$ cat src/design/mode_seq_pkg.sv
package mode_seq_pkg;
   // Operating modes, one-hot
   typedef enum logic [3:0]
   {
      MODE_STOP    = 4'b0001,
      MODE_STARTUP = 4'b0010,
      MODE_RUN     = 4'b0100,
      MODE_HOLD    = 4'b1000
   } mode_t;

   // Run cycle phases, one-hot
   typedef enum logic [4:0]
   {
      PH_IDLE     = 5'b0_0001,
      PH_CLR_IN   = 5'b0_0010,
      PH_READ_IN  = 5'b0_0100,
      PH_PROGRAM  = 5'b0_1000,
      PH_WRITE_OUT = 5'b1_0000
   } phase_t;

   localparam int CLK_HZ          = 40_000_000;
   localparam int BLINK_MIN_MS    = 3000;
   localparam int WDOG_MS         = 100;
   localparam int CYC_MIN_US      = 1000;
   localparam int BLINK_MIN_CYC   = CLK_HZ / 1000 * BLINK_MIN_MS;
   localparam int WDOG_CYC        = CLK_HZ / 1000 * WDOG_MS;
   localparam int CYC_MIN_CYC     = CLK_HZ / 1_000_000 * CYC_MIN_US;
   localparam int BLINK_HALF_CYC  = CLK_HZ / 4;
   localparam int MAX_BREAKPOINTS = 3;
   localparam int STEP_MAX_BP     = 2;
   localparam int CNT_W           = 32;

   // Analog output range codes
   localparam logic [1:0] RANGE_VOLT    = 2'h0;
   localparam logic [1:0] RANGE_CUR_0   = 2'h1;
   localparam logic [1:0] RANGE_CUR_4   = 2'h2;
   localparam logic [15:0] AO_ZERO      = 16'h0000;
   localparam logic [15:0] AO_FOUR_MA   = 16'h1B00;
endpackage

$ cat src/design/plc_operating_mode_sequencer.sv
// Notes on behaviour
// - Always exactly one of stop, start-up, run or hold.
// - Stop runs no program; images and timers kept across entry.
// - Stop inhibits outputs, run indicator off after the start-up blink window, stop indicator on.
// - Stop to run calls start-up handler, not cycle-time supervised.
// - Start-up inhibits outputs and keeps stop indicator off.
// - Run indicator blinks from start-up entry for at least 3 s.
// - Handler done moves the controller into run.
// - Run executes cyclic program each cycle; timers active; image refreshed.
// - Run releases output inhibit, run indicator on after the start-up blink window, stop off.
// - Up to 3 armed breakpoints; reaching one in run enters hold.
// - Single stepping refused with more than 2 breakpoints defined.
// - Hold blinks run, lights stop, halts all execution levels.
// - Hold freezes timers, clock runs, outputs inhibited, links kept.
// - 100 ms watchdog expiry resets into defined stop.
// - Cycle time limit, at least 1 ms, violation forces stop.
// - Run to stop inhibits central digital and analog outputs.
// - Disabled analog: 0 V, 0 mA, 4 mA, or substitute values.
// - Decentral outputs follow central ones; stations keep reading inputs.
// - Start: clear input image, handler, then cycles; inhibit released after first input read.
// - Run cycle: read input image, cyclic program, write output image.
// - Overall reset erases user memory, not memory card.
`timescale 1ns/1ps
module plc_operating_mode_sequencer
#(
   parameter int BLINK_MIN_CYC = mode_seq_pkg::BLINK_MIN_CYC,
   parameter int WDOG_CYC      = mode_seq_pkg::WDOG_CYC,
   parameter int BLINK_HALF    = mode_seq_pkg::BLINK_HALF_CYC,
   parameter int AO_CH         = 2
)
(
   // Clock and reset
   input  wire logic                ref_clk,
   input  wire logic                nrst,
   input  wire logic                clk_en,
   // Mode requests
   input  wire logic                run_req,
   input  wire logic                stop_req,
   input  wire logic                overall_reset_req,
   // Program engine handshakes
   input  wire logic                startup_done,
   input  wire logic                in_clr_done,
   input  wire logic                in_read_done,
   input  wire logic                program_done,
   input  wire logic                out_write_done,
   input  wire logic                watchdog_kick,
   input  wire logic [31:0]         cycle_limit_cyc,
   // Debug
   input  wire logic [1:0]          bp_defined,
   input  wire logic                bp_armed,
   input  wire logic                bp_reached,
   input  wire logic                step_req,
   input  wire logic                resume_req,
   // Analog output configuration
   input  wire logic [2*AO_CH-1:0]  ao_range,
   input  wire logic [AO_CH-1:0]    ao_subst_en,
   input  wire logic [16*AO_CH-1:0] ao_subst_val,
   input  wire logic [16*AO_CH-1:0] ao_prog_val,
   // Mode and indicators
   output logic [3:0]               mode,
   output logic                     output_inhibit,
   output logic                     run_led,
   output logic                     stop_led,
   // Sequencing strobes
   output logic                     startup_handler_block,
   output logic                     cyclic_program_block,
   output logic                     input_image_clear,
   output logic                     input_image_read,
   output logic                     output_image_clear,
   output logic                     output_image_write,
   output logic                     timers_run,
   output logic                     step_grant,
   output logic                     step_refused,
   output logic                     user_mem_erase,
   output logic                     fault_stop,
   // Analog outputs
   output logic [16*AO_CH-1:0]      ao_out
);
   mode_seq_pkg::mode_t  mode_reg;
   mode_seq_pkg::mode_t  mode_next;
   mode_seq_pkg::phase_t ph_reg;
   logic [31:0]          blink_cnt_reg;
   logic [31:0]          hold_cnt_reg;
   logic                 blink_reg;
   logic [31:0]          wdog_cnt_reg;
   logic [31:0]          cyc_cnt_reg;
   logic                 wdog_trip;
   logic                 cyc_trip;
   logic [31:0]          cyc_limit;
   logic                 first_cyc_reg;
   logic                 out_release;

   // ---------------------------------------------------------------
   // Supervision
   // ---------------------------------------------------------------
   assign cyc_limit = (cycle_limit_cyc < 32'(mode_seq_pkg::CYC_MIN_CYC))
                    ? 32'(mode_seq_pkg::CYC_MIN_CYC) : cycle_limit_cyc;
   assign wdog_trip = (mode_reg == mode_seq_pkg::MODE_RUN) &&
                      (wdog_cnt_reg >= 32'(WDOG_CYC - 1)) &&
                      !watchdog_kick;
   assign cyc_trip  = (mode_reg == mode_seq_pkg::MODE_RUN) &&
                      (cyc_cnt_reg >= cyc_limit - 32'h0000_0001);

   always_ff @(posedge ref_clk or negedge nrst)
   begin
      if (!nrst)
         wdog_cnt_reg <= 32'h0000_0000;
      else if (clk_en)
      begin
         if (mode_reg != mode_seq_pkg::MODE_RUN || watchdog_kick)
            wdog_cnt_reg <= 32'h0000_0000;
         else
            wdog_cnt_reg <= wdog_cnt_reg + 32'h0000_0001;
      end
   end

   // Cycle timer counts only run cycles; start-up and hold exempt
   always_ff @(posedge ref_clk or negedge nrst)
   begin
      if (!nrst)
         cyc_cnt_reg <= 32'h0000_0000;
      else if (clk_en)
      begin
         if (mode_reg != mode_seq_pkg::MODE_RUN ||
             ph_reg == mode_seq_pkg::PH_WRITE_OUT)
            cyc_cnt_reg <= 32'h0000_0000;
         else
            cyc_cnt_reg <= cyc_cnt_reg + 32'h0000_0001;
      end
   end

   always_ff @(posedge ref_clk or negedge nrst)
   begin
      if (!nrst)
         fault_stop <= 1'b0;
      else if (clk_en)
      begin
         if (wdog_trip || cyc_trip)
            fault_stop <= 1'b1;
         else if (run_req && mode_reg == mode_seq_pkg::MODE_STOP)
            fault_stop <= 1'b0;
      end
   end

   // ---------------------------------------------------------------
   // Mode machine
   // ---------------------------------------------------------------
   always_comb
   begin
      mode_next = mode_reg;
      case (mode_reg)
         mode_seq_pkg::MODE_STOP:
            if (run_req && !stop_req && !overall_reset_req)
               mode_next = mode_seq_pkg::MODE_STARTUP;
         mode_seq_pkg::MODE_STARTUP:
            if (stop_req)
               mode_next = mode_seq_pkg::MODE_STOP;
            else if (startup_done && ph_reg == mode_seq_pkg::PH_IDLE)
               mode_next = mode_seq_pkg::MODE_RUN;
         mode_seq_pkg::MODE_RUN:
            if (stop_req || wdog_trip || cyc_trip)
               mode_next = mode_seq_pkg::MODE_STOP;
            else if (bp_reached && bp_armed &&
                     bp_defined <= 2'(mode_seq_pkg::MAX_BREAKPOINTS))
               mode_next = mode_seq_pkg::MODE_HOLD;
         mode_seq_pkg::MODE_HOLD:
            if (stop_req)
               mode_next = mode_seq_pkg::MODE_STOP;
            else if (resume_req)
               mode_next = mode_seq_pkg::MODE_RUN;
         default:
            mode_next = mode_seq_pkg::MODE_STOP;
      endcase
   end

   always_ff @(posedge ref_clk or negedge nrst)
   begin
      if (!nrst)
         mode_reg <= mode_seq_pkg::MODE_STOP;
      else if (clk_en)
         mode_reg <= mode_next;
   end

   // ---------------------------------------------------------------
   // Cycle phase sequencer
   // ---------------------------------------------------------------
   always_ff @(posedge ref_clk or negedge nrst)
   begin
      if (!nrst)
      begin
         ph_reg        <= mode_seq_pkg::PH_IDLE;
         first_cyc_reg <= 1'b0;
      end
      else if (clk_en)
      begin
         if (mode_reg == mode_seq_pkg::MODE_STOP &&
             mode_next == mode_seq_pkg::MODE_STARTUP)
            ph_reg <= mode_seq_pkg::PH_CLR_IN;
         else if (mode_reg == mode_seq_pkg::MODE_STARTUP &&
                  mode_next == mode_seq_pkg::MODE_RUN)
         begin
            ph_reg        <= mode_seq_pkg::PH_READ_IN;
            first_cyc_reg <= 1'b1;
         end
         else if (mode_reg == mode_seq_pkg::MODE_STOP)
            ph_reg <= mode_seq_pkg::PH_IDLE;
         else
            case (ph_reg)
               mode_seq_pkg::PH_CLR_IN:
                  if (in_clr_done)
                     ph_reg <= mode_seq_pkg::PH_IDLE;
               mode_seq_pkg::PH_READ_IN:
                  if (in_read_done)
                  begin
                     ph_reg        <= mode_seq_pkg::PH_PROGRAM;
                     first_cyc_reg <= 1'b0;
                  end
               mode_seq_pkg::PH_PROGRAM:
                  if (program_done && mode_reg == mode_seq_pkg::MODE_RUN)
                     ph_reg <= mode_seq_pkg::PH_WRITE_OUT;
               mode_seq_pkg::PH_WRITE_OUT:
                  if (out_write_done)
                     ph_reg <= mode_seq_pkg::PH_READ_IN;
               mode_seq_pkg::PH_IDLE:
                  ph_reg <= mode_seq_pkg::PH_IDLE;
               default:
                  ph_reg <= mode_seq_pkg::PH_IDLE;
            endcase
      end
   end

   // ---------------------------------------------------------------
   // Indicators
   // ---------------------------------------------------------------
   always_ff @(posedge ref_clk or negedge nrst)
   begin
      if (!nrst)
      begin
         blink_cnt_reg <= 32'h0000_0000;
         blink_reg     <= 1'b0;
      end
      else if (clk_en)
      begin
         if (blink_cnt_reg >= 32'(BLINK_HALF - 1))
         begin
            blink_cnt_reg <= 32'h0000_0000;
            blink_reg     <= !blink_reg;
         end
         else
            blink_cnt_reg <= blink_cnt_reg + 32'h0000_0001;
      end
   end

   // Minimum start-up blink window
   always_ff @(posedge ref_clk or negedge nrst)
   begin
      if (!nrst)
         hold_cnt_reg <= 32'h0000_0000;
      else if (clk_en)
      begin
         if (mode_reg == mode_seq_pkg::MODE_STOP &&
             mode_next == mode_seq_pkg::MODE_STARTUP)
            hold_cnt_reg <= 32'(BLINK_MIN_CYC);
         else if (hold_cnt_reg != 32'h0000_0000)
            hold_cnt_reg <= hold_cnt_reg - 32'h0000_0001;
      end
   end

   // Outputs stay inhibited through run entry and the first cycle's input read
   assign out_release = (mode_next == mode_seq_pkg::MODE_RUN) &&
                        (mode_reg != mode_seq_pkg::MODE_STARTUP) &&
                        !first_cyc_reg;

   always_ff @(posedge ref_clk or negedge nrst)
   begin
      if (!nrst)
      begin
         run_led        <= 1'b0;
         stop_led       <= 1'b1;
         output_inhibit <= 1'b1;
         timers_run     <= 1'b0;
         mode           <= 4'h1;
      end
      else if (clk_en)
      begin
         mode           <= mode_next;
         output_inhibit <= !out_release;
         timers_run     <= (mode_next == mode_seq_pkg::MODE_RUN);
         stop_led       <= (mode_next == mode_seq_pkg::MODE_STOP) ||
                           (mode_next == mode_seq_pkg::MODE_HOLD);
         if (hold_cnt_reg != 32'h0000_0000 ||
             mode_next == mode_seq_pkg::MODE_STARTUP ||
             mode_next == mode_seq_pkg::MODE_HOLD)
            run_led <= blink_reg;
         else
            run_led <= (mode_next == mode_seq_pkg::MODE_RUN);
      end
   end

   // ---------------------------------------------------------------
   // Strobes
   // ---------------------------------------------------------------
   always_ff @(posedge ref_clk or negedge nrst)
   begin
      if (!nrst)
      begin
         startup_handler_block <= 1'b0;
         cyclic_program_block  <= 1'b0;
         input_image_clear     <= 1'b0;
         input_image_read      <= 1'b0;
         output_image_clear    <= 1'b0;
         output_image_write    <= 1'b0;
         step_grant            <= 1'b0;
         step_refused          <= 1'b0;
         user_mem_erase        <= 1'b0;
      end
      else if (clk_en)
      begin
         input_image_clear     <= (ph_reg == mode_seq_pkg::PH_CLR_IN);
         startup_handler_block <= mode_reg == mode_seq_pkg::MODE_STARTUP &&
                                  ph_reg == mode_seq_pkg::PH_IDLE;
         output_image_clear    <= first_cyc_reg &&
                                  ph_reg == mode_seq_pkg::PH_READ_IN;
         input_image_read      <= (ph_reg == mode_seq_pkg::PH_READ_IN) &&
                                  mode_reg == mode_seq_pkg::MODE_RUN;
         cyclic_program_block  <= (ph_reg == mode_seq_pkg::PH_PROGRAM) &&
                                  mode_reg == mode_seq_pkg::MODE_RUN;
         output_image_write    <= ph_reg == mode_seq_pkg::PH_WRITE_OUT;
         step_grant            <= step_req &&
                                  mode_reg == mode_seq_pkg::MODE_HOLD &&
                                  bp_defined <= 2'(mode_seq_pkg::STEP_MAX_BP);
         step_refused          <= step_req &&
                                  bp_defined > 2'(mode_seq_pkg::STEP_MAX_BP);
         user_mem_erase        <= overall_reset_req &&
                                  mode_reg == mode_seq_pkg::MODE_STOP;
      end
   end

   // ---------------------------------------------------------------
   // Analog safe states
   // ---------------------------------------------------------------
   for (genvar i = 0; i < AO_CH; i++)
   begin : g_ao
      always_ff @(posedge ref_clk or negedge nrst)
      begin
         if (!nrst)
            ao_out[16*i +: 16] <= mode_seq_pkg::AO_ZERO;
         else if (clk_en)
         begin
            if (out_release)
               ao_out[16*i +: 16] <= ao_prog_val[16*i +: 16];
            else if (ao_subst_en[i])
               ao_out[16*i +: 16] <= ao_subst_val[16*i +: 16];
            else if (ao_range[2*i +: 2] == mode_seq_pkg::RANGE_CUR_4)
               ao_out[16*i +: 16] <= mode_seq_pkg::AO_FOUR_MA;
            else
               ao_out[16*i +: 16] <= mode_seq_pkg::AO_ZERO;
         end
      end
   end
endmodule

$ cat config.mk
export PLATFORM = sky130hd
export DESIGN_NAME = plc_operating_mode_sequencer
export DESIGN_NICKNAME = d
export VERILOG_FILES = /design/src/design/mode_seq_pkg.sv /design/src/design/plc_operating_mode_sequencer.sv
export SDC_FILE = /design/constraint.sdc
export NUM_CORES = 1
export LEC_CHECK = 0
export BUFFER_PORTS_ARGS = -buffer_cell sky130_fd_sc_hd__buf_2
export CAP_MARGIN = 20
export CORE_UTILIZATION = 59
export CTS_BUF_LIST = sky130_fd_sc_hd__clkbuf_2
export DETAILED_ROUTE_END_ITERATION = 8
export GPL_TIMING_DRIVEN = 0
export PLACE_DENSITY_LB_ADDON = 0.05
export SLEW_MARGIN = 20
export SYNTH_ARGS = -nofsm -noshare
export SYNTH_HDL_FRONTEND = slang
export SYNTH_SLANG_ARGS = --single-unit
$ cat constraint.sdc
create_clock -name ref_clk -period 7.34 [get_ports ref_clk]
set_input_delay 0.734 -clock ref_clk [delete_from_list [all_inputs] [get_ports ref_clk]]
set_output_delay 0.734 -clock ref_clk [all_outputs]
set_load 0.01 [all_outputs]
### Word-level counts from Yosys, hierarchy flattened

Cells that the tools add are included.

* $lt $le $gt $ge: 7
* bitwise operators: 1
* add/sub/neg operators: 5
* mux-type cells: 35
* equality and inequality tests: 22
* reduce and logical (&&, ||, !) cells: 46

Operator list (count)
* $mux 32: 6
* $add 32x1->32 const B: 3
* $mux 16: 4
* $sub 32x1->32 const B: 2
* $mux 5: 7
* $ge 32x22->1 const B: 1
* $ge 32x24->1 const B: 1
* $ge 32x32->1: 1
* $lt 32x16->1 const B: 1
* $reduce_bool 32->1: 1
* $mux 4: 7
* $mux 13: 2
* $logic_and 1x1->1: 22
* $ne 5x5->1 const B: 4
* $pmux 5 s4: 1
* $pmux 4 s4: 1
* $reduce_and 5->1: 2
* $eq 4x1->1 const B: 2
* $eq 4x2->1 const B: 2
* $eq 4x3->1 const B: 2
* $eq 4x4->1 const B: 2
* $logic_or 1x1->1: 8
* $reduce_bool 2->1: 4
* $mux 1: 7
* other kinds (14): 23

* word-level logic and storage cells: 140
* input bits: 120
* bits in registers: 185

### Depth between registers and ports, before layout

* depth in word-level cells: 12
* depth in mapped cells: 22
* gate-level depth less buffers: 19

### Least setup slack after synthesis

Ideal clock, no wire load.

* kind: input to register
* start: in cycle_limit_cyc[24]
* end: reg ao_out[0]
* buffers on the path: 3
* arrival time: 5.925 ns
* stages: 22
* slack: 1.289 ns
* library setup time: 0.126 ns
* path through: or4_1 > nor4b_1 > nor4b_2 > nand2_1 > buf_2 > nand2_1 > ha_1 > clkbuf_1 > nand3_1 > or4_1 > nor4_2 > nand2_1 > xor2_1 > ha_1 > nand4_1 > nor4_1 > a21oi_1 > and3_1 > nand4_1 > a21oi_1 > buf_2 > a221o_1

* word-level cells in the longest chain between the ends: 12

Ends and longest elaborated chain
* start: declaration: line plc_operating_mode_sequencer.sv:47 `input wire logic [31:0] cycle_limit_cyc,`
* $lt 32x16->1: line plc_operating_mode_sequencer.sv:96 `assign cyc_limit = (cycle_limit_cyc < 32'(mode_seq_pkg::CYC_MIN_CYC))`
* $mux 32 *: line plc_operating_mode_sequencer.sv:97 `? 32'(mode_seq_pkg::CYC_MIN_CYC) : cycle_limit_cyc;`
* $sub 32x1->32 *: line plc_operating_mode_sequencer.sv:102 `(cyc_cnt_reg >= cyc_limit - 32'h0000_0001);`
* $ge 32x32->1 *: line plc_operating_mode_sequencer.sv:102
* $logic_and 1x1->1 *: line plc_operating_mode_sequencer.sv:101 `assign cyc_trip = (mode_reg == mode_seq_pkg::MODE_RUN) &&`
* $logic_or 1x1->1 *: line plc_operating_mode_sequencer.sv:161 `if (stop_req || wdog_trip || cyc_trip)`
* $mux 4 *: line plc_operating_mode_sequencer.sv:161
* $pmux 4 s4 *: line plc_operating_mode_sequencer.sv:151 `case (mode_reg)`
* $eq 4x3->1 *: line plc_operating_mode_sequencer.sv:270 `assign out_release = (mode_next == mode_seq_pkg::MODE_RUN) &&`
* $logic_and 1x1->1 *: line plc_operating_mode_sequencer.sv:270
* $logic_and 1x1->1 *: line plc_operating_mode_sequencer.sv:271 `(mode_reg != mode_seq_pkg::MODE_STARTUP) &&`
* $mux 16 *: line plc_operating_mode_sequencer.sv:350 `if (out_release)`
* end signal: indexed assignment: line plc_operating_mode_sequencer.sv:351 `ao_out[16*i +: 16] <= ao_prog_val[16*i +: 16];`
* end signal: indexed assignment: line plc_operating_mode_sequencer.sv:353 `ao_out[16*i +: 16] <= ao_subst_val[16*i +: 16];`
* end signal: indexed assignment: line plc_operating_mode_sequencer.sv:355 `ao_out[16*i +: 16] <= mode_seq_pkg::AO_FOUR_MA;`
* end: declaration: line plc_operating_mode_sequencer.sv:77 `output logic [16*AO_CH-1:0] ao_out`

Every way passes the cells marked *; elsewhere a longest branch is shown, timed or not.
A chain may end at the register's enable or synchronous reset.

### Worst setup path in the final report

* start: in cycle_limit_cyc[24]
* end: reg ao_out[20]

Same word-level chain as after synthesis.

==> results.md <==
- Placed instance area: about 0.012 mm²
- EDFF count, synth: 0
- Via count: 9,370
- Crit path launch type: primary input
- Num rows: 48
- Cells along the critical path: buf_2 -> or4_1 -> nor4b_1 -> nor4b_4 -> nand2_1 -> buf_2 -> nand2_1 -> ha_1 -> clkbuf_1 -> nand3_1 -> or4_1 -> nor4_2 -> nor2b_1 -> xnor2_1 -> ha_1 -> nand4_1 -> nor4_2 -> a21oi_1 -> and3_1 -> nand4_1 -> a21oi_1 -> buf_2 -> a221o_1
- Worst path most repeated cell: buf_2
- Dominant synthesized flop cell: dfrtp_1
- Top cells by area in the synthesized netlist: dfrtp_1, nor2_1, xor2_1
- Initial Utilization: 0.609
- Flops & latches, synth: 185
- Clock root cell: clkbuf_2
- Critical Path AT: 7.50 ns
- TritonCTS Sinks: 185
- Core Box Area: 0.0175 mm²
- GRT overflow: 0
- Worst-margin pin slew: 0.915 ns
- Mean Syn Cell Area: 9.22 µm²
- Antenna violations before repair: 3
- Layout overhead on the synthesized area: 13.4%
- Crit path capture: ao_out[20]$_DFFE_PN0P_
- Ratio of final minimum period to clock period: 0.925
- DR WL/cell: 17.0 µm
- Minimum clock period: 6.79 ns
- Slowest stage cell, crit path: a21oi_1
- Post-DP HPWL: around 20,000 µm
- Skew-Pair Late Insertion Delay: 0.76 ns
- Status: finished with violations
- Worst R2R Setup Slack: roughly 3.8 ns
- First-pass GRT wire length: around 44,000 µm
- Levels on crit path: 23
- CP delay by family, top: simple AND/OR/NAND/NOR gates
- Share of layout cells above drive strength 1: 0.177
- DR vias/cell: 5.92
- Failing checks: design-rule violations
- CTS tree: built
- Worst setup EP type: register
- Dpl ws: -0.536 ns
- Max-Cap Viols: 0
- RR Endpoint: ao_out[20]$_DFFE_PN0P_
- Slew HR: 0.389
- Number of port buffers: 167
- Detailed Route Iter0 Violations: 542
- Critical path fanouts, max: 10
- # H-tree levels: 4
- WS Path Type: in -> reg
- Distinct cells, synth: 66
- First-pass DRT Iterations: 7
- Post-Synthesis Cells: 1,155
- Pins Over Slew Limit: 0
- Worst Setup Slack, final: 0.554 ns
- Clock skew: 0.0422 ns
- Post-route cell area: about 0.012 mm²
- Synthesized cell area: 0.0106 mm²
- Share of the synthesized area in the top cell type: 0.425
- Final Util: 0.691
- Num CTS Buffers: 17
- Reg2reg path depth: 10
- Seq/Total Area, Yosys: 0.435
- Hold Vio Cnt, Final: 0
- Synth Net Count: 1,312
- Die area: 0.0186 mm²
- Final setup vio count: 0
- Worst path max stage delay: 0.67 ns
- Antenna viol nets, final: 0
- Worst Path Required: between 8 and 9 ns
- WHS: approximately 0.17 ns
- Worst path bufs/invs: 4
- CP Launch Point: cycle_limit_cyc[24]
- Fill cell count: ~1,400
- R2R Path Start: cyc_cnt_reg[0]$_DFFE_PN0P_
- Clk buf depth: 2
- Clock transition at the registers of the reported paths: 0.28 ns
- Lkg Pwr: 0.00541 µW
- Hold crit path type: in -> reg
- Tot GR Track Use: 0.302
- Post-Route Setup TNS: 0 ns
- FMAX: 147 MHz
- VDD IR max: 0.142 mV
- RSZ-0062 raised after global routing: no
- Residual DRC: 2
- Largest net degree at the start of global routing: 88
- Nets@finish: 1,501
- Pwr/cell area: between 150 and 200 mW/mm²
- Synth warnings: 0
- Fraction of registers with async set/reset: 1.00
- Routability congestion estimate: 0.883
- Final WL: 27,000 µm
- Cell accounting for the most synthesized area: dfrtp_1
- Die width: 136 µm
- Vias in the first global route: 8,806
- Io pins: 170
- Die height: 136 µm
-- how the worst min path moves through the flow --
stage,startpoint,end,slack (ns),cells past startpoint
finish,ao_subst_val[23],ao_out[23]$_DFFE_PN0P_,0.17,2
global route,ao_subst_val[6],ao_out[6]$_DFFE_PN0P_,0.09,2
CTS,ao_subst_val[6],ao_out[6]$_DFFE_PN0P_,0.11,2
detailed placement,step_grant$_DFFE_PN0P_,step_grant$_DFFE_PN0P_,0.48,1
global placement,stop_led$_DFFE_PN1P_,stop_led$_DFFE_PN1P_,0.47,2
floorplan,nrst,ao_out[0]$_DFFE_PN0P_,0.44,0
-- metrics by stage --
stage / power (µW) / std cells
after detailed placement: 1620 / 1549
after global routing: 2210 / 1583
after CTS: 2110 / 1582
final: 2100 / 1584
after global placement: 1600 / 1547
after floorplan: 1450 / 1155
-- cells in the mapped netlist, drive strengths merged, types with 4 or more instances --
library cell and count:
a21oi 50, a221o 24, a22o 8, a31oi 5
and2 6, and3 24, and4 9, buf 15
clkbuf 30, dfrtp 181, dfstp 4, ha 37
inv 20, nand2 111, nand2b 9, nand3 40
nand4 33, nor2 151, nor2b 33, nor3 35
nor3b 4, nor4 25, o211ai 5, o21a 5
o21ai 61, o221ai 9, o2bb2ai 10, o311ai 9
o31ai 8, or3 34, or4 14, xnor2 54
xor2 61
-- cells by family (layout without fill, tap and decap cells) --
group           after synthesis  count (layout)  synth area share
compound gates              210             210             0.135
buf+inv                      65             267            0.0250
fa+ha+maj                    37              37            0.0435
other cells                   0               2                 0
xor+xnor                    115             115            0.0946
flops                       185             185             0.435
mux                           5               5           0.00505
simple gates                538             538             0.262
-- layout by cell type, fill, tap and decap left out, drive strengths merged, types with 40 or more instances in the layout --
| master | Yosys | layout |
|---|---|---|
| buf | 15 | 184 |
| dfrtp | 181 | 181 |
| nor2 | 151 | 151 |
| nand2 | 111 | 111 |
| xor2 | 61 | 61 |
| o21ai | 61 | 61 |
| xnor2 | 54 | 54 |
| a21oi | 50 | 50 |
| clkbuf | 30 | 49 |
| nand3 | 40 | 40 |
-- power by group --
part           switching [µW]  total [µW]  internal, µW
Combinational             233         410           177
Clock                     366         495           129
Sequential               81.8        1200          1110
Total                     681        2100          1420
-- what timing repair did --
| action | in CTS | in global routing |
|---|---|---|
| hold buffers | 1 | 0 |
| setup buffers | 0 | 0 |
| hold endpoints to repair | 36 | 0 |
| resized for setup | 0 | 2 |
| endpoints found under the setup margin | 0 | 31 |
-- area by class of cell --
type | instances | area, µm² | area share
multi-input cells | 905 | 5760 | 0.477
flip-flops and latches | 185 | 4630 | 0.384
repair buffers | 170 | 911 | 0.0754
well taps | 225 | 282 | 0.0233
plain buffers | 45 | 191 | 0.0159
clock inverters | 13 | 121 | 0.0101
clock buffers | 19 | 95.1 | 0.00788
inverters | 20 | 75.1 | 0.00622
diodes | 2 | 5.00 | 0.000415
-- routing by layer --
metal  up-vias  GRT usage  routed length (µm)
met3        47     0.0656                1740
met2       303      0.484               12500
li1       4556          -                   -
met5         -          0                   0
met1      4464      0.403               11900
met4         0      0.107                 751
Power figures use the tool's default switching activity.
